File: src/itc_defs.svh
// constants of the interval timer bus and count path
`ifndef ITC_DEFS_SVH
`define ITC_DEFS_SVH
`define ITC_NUM_CHAN    3
`define ITC_ADDR_CTRL   2'h3
`define ITC_SEL_MSB     7
`define ITC_SEL_LSB     6
`define ITC_ACC_MSB     5
`define ITC_ACC_LSB     4
`define ITC_MODE_MSB    3
`define ITC_MODE_LSB    1
`define ITC_BCD_BIT     0
`define ITC_SEL_RDBK    2'h3
`define ITC_ACC_LATCH   2'h0
`define ITC_ACC_LO      2'h1
`define ITC_ACC_HI      2'h2
`define ITC_ACC_BOTH    2'h3
`define ITC_RB_CNT_N    5
`define ITC_RB_STAT_N   4
`define ITC_RB_CH0      1
`define ITC_CHAN_RST    69'h0
`define ITC_DATA_RST    8'h00
`endif

File: src/itc_pkg.sv
// types shared by the interval timer bus and count path
`default_nettype none
package itc_pkg;
    // state held by one counter channel
    typedef struct packed {
        logic [5:0]  ctrl;    // access, mode and decimal bits
        logic [7:0]  cr_lo;   // load_hold_low
        logic [7:0]  cr_hi;   // load_hold_high
        logic [15:0] ce;      // counting element
        logic [15:0] ol;      // readback_latch
        logic [7:0]  stat;    // latched status byte
        logic        frozen;  // readback_latch holds a count
        logic        stat_ok; // status byte waits to be read
        logic        wr_hi;   // next count write fills high half
        logic        rd_hi;   // next count read returns high half
        logic        pend;    // load_hold_register waits for transfer
        logic        nul;     // null count flag
        logic        out;     // counter output level
    } itc_chan_t;
endpackage : itc_pkg
`default_nettype wire

File: src/itc_timer.sv
// bus interface and three counter data paths of the interval timer
`timescale 1ns/10ps
`default_nettype none
`include "itc_defs.svh"

// What this block does
// - address 00,01,10 counters; 11 setup word
// - strobes ignored unless device select low
// - read strobe returns selected counter value
// - write strobe takes setup word or count
// - setup word write programs the channel
// - setup word cannot be read back directly
// - status holds setup, output, null flag
// - sixteen bit presettable down counter
// - readback latch tracks, freezes, then resumes
// - latch read one byte half at once
// - count reads only through readback latch
// - counts land in load register first
// - byte-wise load, both halves moved together
// - single byte access clears other half
// - three identical independent channels
// - data bus driven only in selected reads
// - no bus path into counting element
// - setup word fields: pick, access, mode, decimal
// - access 01 low, 10 high, 11 both
// - access 00 means latch the count
module itc_timer (
    input  wire logic       clk_i,              // 20 MHz system clock
    input  wire logic       rst_n_i,            // sync reset, active low
    input  wire logic       cs_n_i,             // device select, low
    input  wire logic       rd_n_i,             // read strobe, low
    input  wire logic       wr_n_i,             // write strobe, low
    input  wire logic [1:0] port_select_bits_i, // port address
    input  wire logic [7:0] data_i,             // data bus, in
    output logic      [7:0] data_o,             // data bus, out
    output logic            data_oe_n_o,        // low while driving
    input  wire logic [2:0] count_clk_i,        // channel count clocks
    input  wire logic [2:0] gate_i,             // channel gates
    output logic      [2:0] count_out_o         // channel outputs
);

    // decrement in binary or four-decade decimal
    function automatic logic [15:0] itc_dec(input logic [15:0] v,
                                            input logic        bcd);
        logic [15:0] r;
        logic        b;
        r = v;
        b = 1'b1;
        if (!bcd) begin
            r = v - 16'h0001;
        end else begin
            for (int i = 0; i < 4; i++) begin
                if (b) begin
                    if (r[i*4 +: 4] == 4'h0) begin
                        r[i*4 +: 4] = 4'h9;
                    end else begin
                        r[i*4 +: 4] = r[i*4 +: 4] - 4'h1;
                        b = 1'b0;
                    end
                end
            end
        end
        return r;
    endfunction : itc_dec

    // byte a channel presents on a read
    function automatic logic [7:0] itc_rd_byte(input itc_pkg::itc_chan_t c);
        logic [1:0] acc;
        acc = c.ctrl[`ITC_ACC_MSB:`ITC_ACC_LSB];
        if (c.stat_ok) begin
            return c.stat;
        end
        case (acc)
            `ITC_ACC_HI:   return c.ol[15:8];
            `ITC_ACC_BOTH: return c.rd_hi ? c.ol[15:8]
                                          : c.ol[7:0];
            default:       return c.ol[7:0];
        endcase
    endfunction : itc_rd_byte

    // synchroniser and edge stages
    logic       rd_s1, rd_s2, rd_s3;
    logic       wr_s1, wr_s2, wr_s3;
    logic [2:0] cclk_s1, cclk_s2, cclk_s3;
    logic [2:0] gate_s1, gate_s2;

    // write capture while strobe is low
    logic       wr_cs;
    logic [1:0] wr_addr;
    logic [7:0] wr_data;
    logic       next_wr_cs;
    logic [1:0] next_wr_addr;
    logic [7:0] next_wr_data;

    // read side state
    logic       rd_drive;
    logic [1:0] rd_addr;
    logic       next_rd_drive;
    logic [1:0] next_rd_addr;
    logic [7:0] next_data;

    itc_pkg::itc_chan_t ch      [`ITC_NUM_CHAN];
    itc_pkg::itc_chan_t next_ch [`ITC_NUM_CHAN];

    // strobe edges seen in the clock domain
    logic wr_end, rd_start, rd_end;
    assign wr_end   = wr_s2 & ~wr_s3;
    assign rd_start = ~rd_s2 & rd_s3;
    assign rd_end   = rd_s2 & ~rd_s3;

    assign data_oe_n_o = ~rd_drive;
    always_comb begin
        for (int i = 0; i < `ITC_NUM_CHAN; i++) begin
            count_out_o[i] = ch[i].out;
        end
    end

    // next values of bus capture, read drive and channels
    always_comb begin
        logic [1:0] acc;
        logic [7:0] d;
        next_wr_cs    = wr_cs;
        next_wr_addr  = wr_addr;
        next_wr_data  = wr_data;
        next_rd_drive = rd_drive;
        next_rd_addr  = rd_addr;
        next_data     = data_o;
        next_ch       = ch;
        acc           = 2'h0;
        d             = wr_data;

        // sample address, data and select during the write pulse
        if (!wr_n_i) begin
            next_wr_cs   = ~cs_n_i;
            next_wr_addr = port_select_bits_i;
            next_wr_data = data_i;
        end

        // latch tracks the counting element unless frozen
        for (int i = 0; i < `ITC_NUM_CHAN; i++) begin
            if (!ch[i].frozen) begin
                next_ch[i].ol = ch[i].ce;
            end
        end

        // count clock rising edge: transfer or decrement
        for (int i = 0; i < `ITC_NUM_CHAN; i++) begin
            if (cclk_s2[i] && !cclk_s3[i]) begin
                if (ch[i].pend) begin
                    next_ch[i].ce   = {ch[i].cr_hi, ch[i].cr_lo};
                    next_ch[i].pend = 1'b0;
                    next_ch[i].nul  = 1'b0;
                end else if (gate_s2[i]) begin
                    next_ch[i].ce = itc_dec(ch[i].ce,
                                            ch[i].ctrl[`ITC_BCD_BIT]);
                    if (ch[i].ce == 16'h0001) begin
                        next_ch[i].out = 1'b1;
                    end
                end
            end
        end

        // committed write at the end of the write strobe
        if (wr_end && wr_cs) begin
            if (wr_addr == `ITC_ADDR_CTRL) begin
                if (d[`ITC_SEL_MSB:`ITC_SEL_LSB] == `ITC_SEL_RDBK) begin
                    for (int i = 0; i < `ITC_NUM_CHAN; i++) begin
                        if (d[`ITC_RB_CH0 + i]) begin
                            if (!d[`ITC_RB_CNT_N] && !ch[i].frozen) begin
                                next_ch[i].frozen = 1'b1;
                            end
                            if (!d[`ITC_RB_STAT_N] && !ch[i].stat_ok) begin
                                next_ch[i].stat = {ch[i].out, ch[i].nul,
                                                   ch[i].ctrl};
                                next_ch[i].stat_ok = 1'b1;
                            end
                        end
                    end
                end else begin
                    for (int i = 0; i < `ITC_NUM_CHAN; i++) begin
                        if (d[`ITC_SEL_MSB:`ITC_SEL_LSB] == 2'(i)) begin
                            if (d[`ITC_ACC_MSB:`ITC_ACC_LSB]
                                    == `ITC_ACC_LATCH) begin
                                if (!ch[i].frozen) begin
                                    next_ch[i].frozen = 1'b1;
                                end
                            end else begin
                                next_ch[i].ctrl   = d[5:0];
                                next_ch[i].wr_hi  = 1'b0;
                                next_ch[i].rd_hi  = 1'b0;
                                next_ch[i].frozen = 1'b0;
                                next_ch[i].nul    = 1'b1;
                                next_ch[i].out    = 1'b0;
                            end
                        end
                    end
                end
            end else begin
                for (int i = 0; i < `ITC_NUM_CHAN; i++) begin
                    if (wr_addr == 2'(i)) begin
                        acc = ch[i].ctrl[`ITC_ACC_MSB:`ITC_ACC_LSB];
                        next_ch[i].nul = 1'b1;
                        case (acc)
                            `ITC_ACC_LO: begin
                                next_ch[i].cr_lo = d;
                                next_ch[i].cr_hi = 8'h00;
                                next_ch[i].pend  = 1'b1;
                            end
                            `ITC_ACC_HI: begin
                                next_ch[i].cr_hi = d;
                                next_ch[i].cr_lo = 8'h00;
                                next_ch[i].pend  = 1'b1;
                            end
                            `ITC_ACC_BOTH: begin
                                if (!ch[i].wr_hi) begin
                                    next_ch[i].cr_lo = d;
                                    next_ch[i].wr_hi = 1'b1;
                                end else begin
                                    next_ch[i].cr_hi = d;
                                    next_ch[i].wr_hi = 1'b0;
                                    next_ch[i].pend  = 1'b1;
                                end
                            end
                            default: begin
                                next_ch[i].nul = ch[i].nul; // unprogrammed
                            end
                        endcase
                    end
                end
            end
        end

        // read start: pick byte and drive the bus
        if (rd_start && !cs_n_i) begin
            next_rd_addr = port_select_bits_i;
            if (port_select_bits_i != `ITC_ADDR_CTRL) begin
                next_rd_drive = 1'b1;
                for (int i = 0; i < `ITC_NUM_CHAN; i++) begin
                    if (port_select_bits_i == 2'(i)) begin
                        next_data = itc_rd_byte(ch[i]);
                    end
                end
            end
        end

        // read end: release the bus, advance pointer
        if (rd_end && rd_drive) begin
            next_rd_drive = 1'b0;
            for (int i = 0; i < `ITC_NUM_CHAN; i++) begin
                if (rd_addr == 2'(i)) begin
                    acc = ch[i].ctrl[`ITC_ACC_MSB:`ITC_ACC_LSB];
                    if (ch[i].stat_ok) begin
                        next_ch[i].stat_ok = 1'b0;
                    end else if (acc == `ITC_ACC_BOTH && !ch[i].rd_hi) begin
                        next_ch[i].rd_hi = 1'b1;
                    end else begin
                        next_ch[i].rd_hi  = 1'b0;
                        if (ch[i].frozen) begin              // release wins over a new latch
                            next_ch[i].frozen = 1'b0;
                        end
                    end
                end
            end
        end
    end

    // register stage for all state
    always_ff @(posedge clk_i) begin
        if (!rst_n_i) begin
            rd_s1    <= 1'b1;
            rd_s2    <= 1'b1;
            rd_s3    <= 1'b1;
            wr_s1    <= 1'b1;
            wr_s2    <= 1'b1;
            wr_s3    <= 1'b1;
            cclk_s1  <= 3'h0;
            cclk_s2  <= 3'h0;
            cclk_s3  <= 3'h0;
            gate_s1  <= 3'h0;
            gate_s2  <= 3'h0;
            wr_cs    <= 1'b0;
            wr_addr  <= 2'h0;
            wr_data  <= `ITC_DATA_RST;
            rd_drive <= 1'b0;
            rd_addr  <= 2'h0;
            data_o   <= `ITC_DATA_RST;
            for (int i = 0; i < `ITC_NUM_CHAN; i++) begin
                ch[i] <= `ITC_CHAN_RST;
            end
        end else begin
            rd_s1    <= rd_n_i;
            rd_s2    <= rd_s1;
            rd_s3    <= rd_s2;
            wr_s1    <= wr_n_i;
            wr_s2    <= wr_s1;
            wr_s3    <= wr_s2;
            cclk_s1  <= count_clk_i;
            cclk_s2  <= cclk_s1;
            cclk_s3  <= cclk_s2;
            gate_s1  <= gate_i;
            gate_s2  <= gate_s1;
            wr_cs    <= next_wr_cs;
            wr_addr  <= next_wr_addr;
            wr_data  <= next_wr_data;
            rd_drive <= next_rd_drive;
            rd_addr  <= next_rd_addr;
            data_o   <= next_data;
            ch       <= next_ch;
        end
    end

endmodule : itc_timer
`default_nettype wire

File: config.mk
export PLATFORM = sky130hd
export DESIGN_NAME = itc_timer
export DESIGN_NICKNAME = d
export VERILOG_FILES = /design/src/itc_pkg.sv /design/src/itc_timer.sv
export VERILOG_INCLUDE_DIRS = /design/src
export SDC_FILE = /design/constraint.sdc
export NUM_CORES = 1
export LEC_CHECK = 0
export BUFFER_PORTS_ARGS = -buffer_cell sky130_fd_sc_hd__buf_2
export CAP_MARGIN = 20
export CORE_UTILIZATION = 45
export DETAILED_ROUTE_END_ITERATION = 12
export PLACE_DENSITY = 0.61
export SETUP_SLACK_MARGIN = 0.1
export SYNTH_ARGS = -nofsm -noshare
export SYNTH_HDL_FRONTEND = slang
export SYNTH_SLANG_ARGS = --single-unit
File: constraint.sdc
create_clock -name clk_i -period 3.9 [get_ports clk_i]
set_input_delay 0.585 -clock clk_i [delete_from_list [all_inputs] [get_ports clk_i]]
set_output_delay 0.585 -clock clk_i [all_outputs]
set_load 0.1 [all_outputs]
== Word level (Yosys, flattened, before mapping) ==
Cells that the tools add are included.
W data, S select, Z words.
Operators by class
  $add $sub $neg: 15
  equality and inequality tests: 46
  muxes and demuxes: 251
  bitwise operators: 12
  reduce and logical (&&, ||, !) cells: 96
Operators by type and width (count)
  $mux W16: 13
  $mux W8: 22
  $pmux W16 S3: 3
  $mux W1: 143
  $mux W4: 21
  $reduce_and A5 Y1: 12
  $mux W2: 29
  $mux W29: 2
  $eq A16 B1 Y1 const B: 3
  $logic_not A4 Y1: 12
  $pmux W8 S2: 3
  $sub A16 B1 Y16 const B: 3
  $sub A4 B1 Y4 const B: 12
  $reduce_and A3 Y1: 10
  $ne A3 B2 Y1 const B: 9
  $eq A2 B2 Y1 const B: 12
  $mux W6: 4
  $mux W7: 3
  $mux W10: 2
  $ne A2 B2 Y1 const B: 9
  $reduce_and A6 Y1: 3
  $reduce_bool A2 Y1: 9
  $logic_and A1 B1 Y1: 15
  $logic_not A1 Y1: 15
  12 further kinds: 51
Word-level totals
  register bits: 250
  bits of input ports: 21
  output and inout port bits: 12
  logic and storage cells: 485

== Longest topological paths before layout ==
  depth in word-level cells: 20
  gate-level depth with buffers: 8
  gate-level depth less buffers: 7

== Worst setup path before layout ==
OpenSTA, ideal clock, no wires.
  path type: reg-to-reg
  start point: reg wr_addr[0]
  end point: reg ch[150] (netlist name)
  setup time: 0.128 ns
  arrival: 1.727 ns
  data required time: 3.772 ns
  setup slack: 2.046 ns
  cell stages (with the launch flop): 8
  path buffers: 1
  path through: dfxtp_1 -> ha_1 -> nand4b_4 -> or3_1 -> nor3b_2 -> buf_4 -> mux2i_1 -> nor2_1
On the way
  longest elaborated chain between the ends: 2
Ends and longest elaborated chain
  from (decl): RTL line itc_timer.sv:89  | logic [1:0] wr_addr;
  from (signal assigned): RTL line itc_timer.sv:303  | wr_addr <= next_wr_addr;
  $eq A2 B2 Y1 (no source line)
  $reduce_and A5 Y1 (no source line)
  to (signal, indexed assignment): RTL line itc_timer.sv:288  | ch[i] <= `ITC_CHAN_RST;
  to (signal assigned): RTL line itc_timer.sv:308  | ch <= next_ch;
  to (decl): RTL line itc_timer.sv:102  | itc_pkg::itc_chan_t ch [`ITC_NUM_CHAN];
No other way between the ends.
A chain may end at the register's enable or synchronous reset.

== Worst setup path after layout ==
Ends and elaborated chain as after synthesis.

==> summary.txt <==
Setup path
  • Buffers and inverters on the worst path: 0
  • Crit path capture type: register
  • Crit path depth: 6
  • Critical Path, Cell by Cell: ha_1 -> nand4b_4 -> or3_1 -> nor3b_2 -> mux2i_1 -> nor2_1
  • Req. time, crit path: around 4300 ps
  • CP arrival: about 3200 ps
  • CP max FO: 12
  • Classification of the worst setup path: reg -> reg
  • Critical path's largest stage delay: approximately 800 ps
  • R2r startpoint: wr_addr[0]$_SDFFE_PN0N_
  • R2R Setup Slk: roughly 1100 ps
  • Worst Reg-to-Reg Cells: 6
  • Critical-path cell with the highest stage delay: nor3b_2
  • Top cell family by delay on the critical path: simple AND/OR/NAND/NOR gates
  • RR Endpoint: ch[150]$_SDFFE_PN0P_
  • Crit start category: register

Clocking
  • Setup bufs post-CTS: 0
  • Clk root buf: clkbuf_16
  • Reg clk slew, reported paths: roughly 60 ps
  • CTS HTree Levels: 1
  • Inserted Clock Buffers: 27
  • CTS resizes: 0
  • CTS tree: done
  • Clk_lat worst skew: ~530 ps
  • Max Root-Sink Buffers: 3
  • Hold-fix buffer count after cts: 0
  • CTS Sinks: 250

Floorplanning
  • Total I/O pin count: 33
  • Die H: 166.7 microns
  • Die width: 166.7 microns
  • Core footprint: about 0.026 sq mm
  • Die ar.: between 0.02 and 0.03 sq mm
  • Starting density of the core: approximately 46%
  • Num rows: between 50 and 60

Detailed routing
  • TritonRoute pass-1 iters: 5
  • Met3 WL: roughly 1500 microns
  • Post-Route WL: ~34000 microns
  • Met2 routed WL: roughly 16000 microns
  • DRT met1 WL: around 16000 microns
  • Remaining DRCs: 0
  • Uppermost layer routed: met4
  • Via density: ~5.9
  • Routed Antenna Nets: 0
  • Drt wl/cell: around 19 microns
  • DR vias: 10340
  • DRT iter0 DRCs: 941

Placed design
  • DP Worst Slack: 1144 ps
  • GPL Wtd Cong: ~0.86
  • Port bufs: 32
  • DP Wirelength: around 23000 microns
  • Placed Cells incl. Taps: around 1700

Logic synthesis
  • Synth cell types: 84
  • Top-area cell type share of the netlist area: roughly 40%
  • Synth area leaders: dfxtp_1 (41%), mux2i_1 (9.3%), nor2_1 (5.2%), a21oi_1 (4.7%), nand2_1 (4.2%)
  • Adder-Cell Fraction of Synth Area: between 2 and 2.5%
  • Multiplexer share of the synthesized area: under 10%
  • Seq cells post-synth: 250
  • Synth Area in XOR/XNOR: less than 1%
  • Yosys top cell by area: dfxtp_1
  • Simple-gate share of the synthesized area: 22.92%
  • Seq/Total Area, Yosys: 41.00%
  • Syn Nets: 1480
  • Syn Inst Count: 1435
  • Number of synthesized flops with an enable pin: 0
  • Avg Inst Size Synth: between 8 and 9 sq um
  • Cell Area, Synth: approximately 0.012 sq mm
  • Yosys Warn Count: 0
  • Main combinational cell family by area after synthesis: simple AND/OR/NAND/NOR gates
  • Synth Flop Type: dfxtp_1
  • Synth Area in Compound Gates: between 10% and 20%
  • Async set-reset flop share out of synthesis: 0%

Layout
  • Post-layout nets: 1448
  • ANT cells: 0
  • Non-filler instance count after layout: 1757
  • Area growth from synthesis to layout: 9.452%
  • Post-Route Utilization: between 50% and 60%
  • Share of cells above drive strength 1: between 10% and 20%
  • FILL cells: about 2500

Worst hold path
  • Hold Path Cell Cnt: 2
  • Hold Crit Class: in -> reg
  • WHS Endpoint: rd_s1$_SDFF_PN1_
  • Min-delay src: rd_n_i

GRT
  • Global-route wire length before repair: around 54000 microns
  • Initial antenna violation count: 0
  • All-layer global routing usage: about 24%
  • Largest net degree at the start of global routing: a little under 100
  • Vias in the first global route: 9416
  • GRT overflow: 0

Flow run
  • Max cap viols: 0

STA
  • Clock skew: roughly 11 ps
  • Measured slew at the worst slew-check pin: 1001 ps
  • Unrepaired setup endpoints after global routing: no
  • Rel. slew slack: between 30% and 40%
  • Final Slew Violations: 0
  • Post-route setup TNS: 0 ps
  • Final min period: between 2000 and 3000 ps
  • Final hold viol count: 0
  • Final WS setup: around 1100 ps
  • Final Setup Violations: 0
  • Fmax: around 0.36 GHz
  • Part of the cycle the worst path needs: about 72%

Power
  • Pwr Density: ~420 mW/mm^2
  • Peak supply drop: approximately 0.30 mV
  • P_leak: roughly 4.6 nW

Run status
  • Status: complete, no violations
-- how the worst max path moves through the flow --
stage	slack (ps)	startpoint	end
floorplan	2050	wr_addr[0]$_SDFFE_PN0N_	ch[150]$_SDFFE_PN0P_
global placement	1260	wr_addr[0]$_SDFFE_PN0N_	ch[152]$_SDFFE_PN0P_
detailed placement	1140	wr_addr[0]$_SDFFE_PN0N_	ch[152]$_SDFFE_PN0P_
CTS	1120	wr_addr[0]$_SDFFE_PN0N_	ch[152]$_SDFFE_PN0P_
global route	890	wr_addr[0]$_SDFFE_PN0N_	ch[145]$_SDFFE_PN0P_
finish	1110	wr_addr[0]$_SDFFE_PN0N_	ch[150]$_SDFFE_PN0P_
-- metrics by stage --
stage                     cell area [sq um]  hold WS [ps]  power, mW
after floorplan                       12210         386.3      2.896
after global placement                12420         402.0      2.989
after detailed placement              12420         403.2      2.991
after CTS                             13360         230.2      5.684
after global routing                  13360         235.7      5.811
final                                 13360         250.1      5.638
-- cells by family after synthesis --
family	Yosys count
simple gates	554
buf+inv	140
compound gates	351
flops	250
fa+ha+maj	24
mux	115
xor+xnor	1
-- area by class of cell --
cell class              instances  area (sq um)  area share, %
multi-input cells            1045          6580          49.26
flip-flops and latches        250          5005          37.46
clock buffers                  35         765.7          5.732
well taps                     335         419.2          3.138
repair buffers                 49         300.3          2.248
clock inverters                13         171.4          1.283
inverters                      30         117.6         0.8804
-- synthesized netlist by cell type, types with 6 or more instances --
library cell	instances
a211oi_1	12
a21o_1	14
a21oi_1	114
a221oi_1	9
a22oi_1	25
a311oi_1	6
a31oi_1	12
and2_1	19
buf_1	13
buf_2	8
buf_4	11
clkbuf_1	70
dfxtp_1	250
ha_1	24
inv_1	29
mux2i_1	114
nand2_1	137
nand2b_1	36
nand3_1	74
nand3b_1	9
nand4_1	6
nor2_1	168
nor2b_1	20
nor3_1	27
nor4_1	6
o211ai_1	12
o21a_1	7
o21ai_0	55
o221ai_1	11
o22ai_1	8
o31ai_1	14
or2_2	7
-- report_power, final --
| part | total, mW | internal, mW | switching, mW |
|---|---|---|---|
| Clock | 2.70 | 1.64 | 1.06 |
| Sequential | 2.63 | 2.58 | 0.0447 |
| Combinational | 0.310 | 0.108 | 0.203 |
-- cells in the final DEF (no fill, tap or decap), types with 5 or more instances in the layout --
cell type  count
a211oi_1      12
nor4_1         6
a22oi_1       25
nand3_1       74
nor4_2         5
buf_2         32
o22ai_1        8
nand2_1      137
nand3b_1       9
inv_1         28
nand4_1        6
and2_1        19
a221oi_1       9
clkinv_2       7
a41oi_1        5
nor3_1        27
buf_4         16
o21a_1         7
a21oi_1      114
dfxtp_1      250
mux2i_1      114
o31ai_1       14
o211a_1        5
or2_2          7
clkbuf_8       6
nor2_1       168
o21ai_0       55
a311oi_1       6
nor4_4         5
ha_1          24
a21o_1        14
nor2b_1       20
o221ai_1      11
nand2b_1      36
o2111ai_1      5
clkbuf_16     27
a31oi_1       12
o211ai_1      12
-- state kept, by name (all words and copies together) (netlist names), 2 cells and up --
name	count
cclk_s1	3
wr_data	8
rd_addr	2
data_o	8
gate_s2	3
cclk_s2	3
gate_s1	3
wr_addr	2
ch	204
count_out_o	3
cclk_s3	3
-- per-layer routing --
metal	GRT usage [%]	vias up
met5	0	-
met4	6.481	0
met3	2.590	63
met2	40.32	275
met1	33.37	4933
li1	-	5069
No activity file was read; power rests on OpenSTA's default activity.
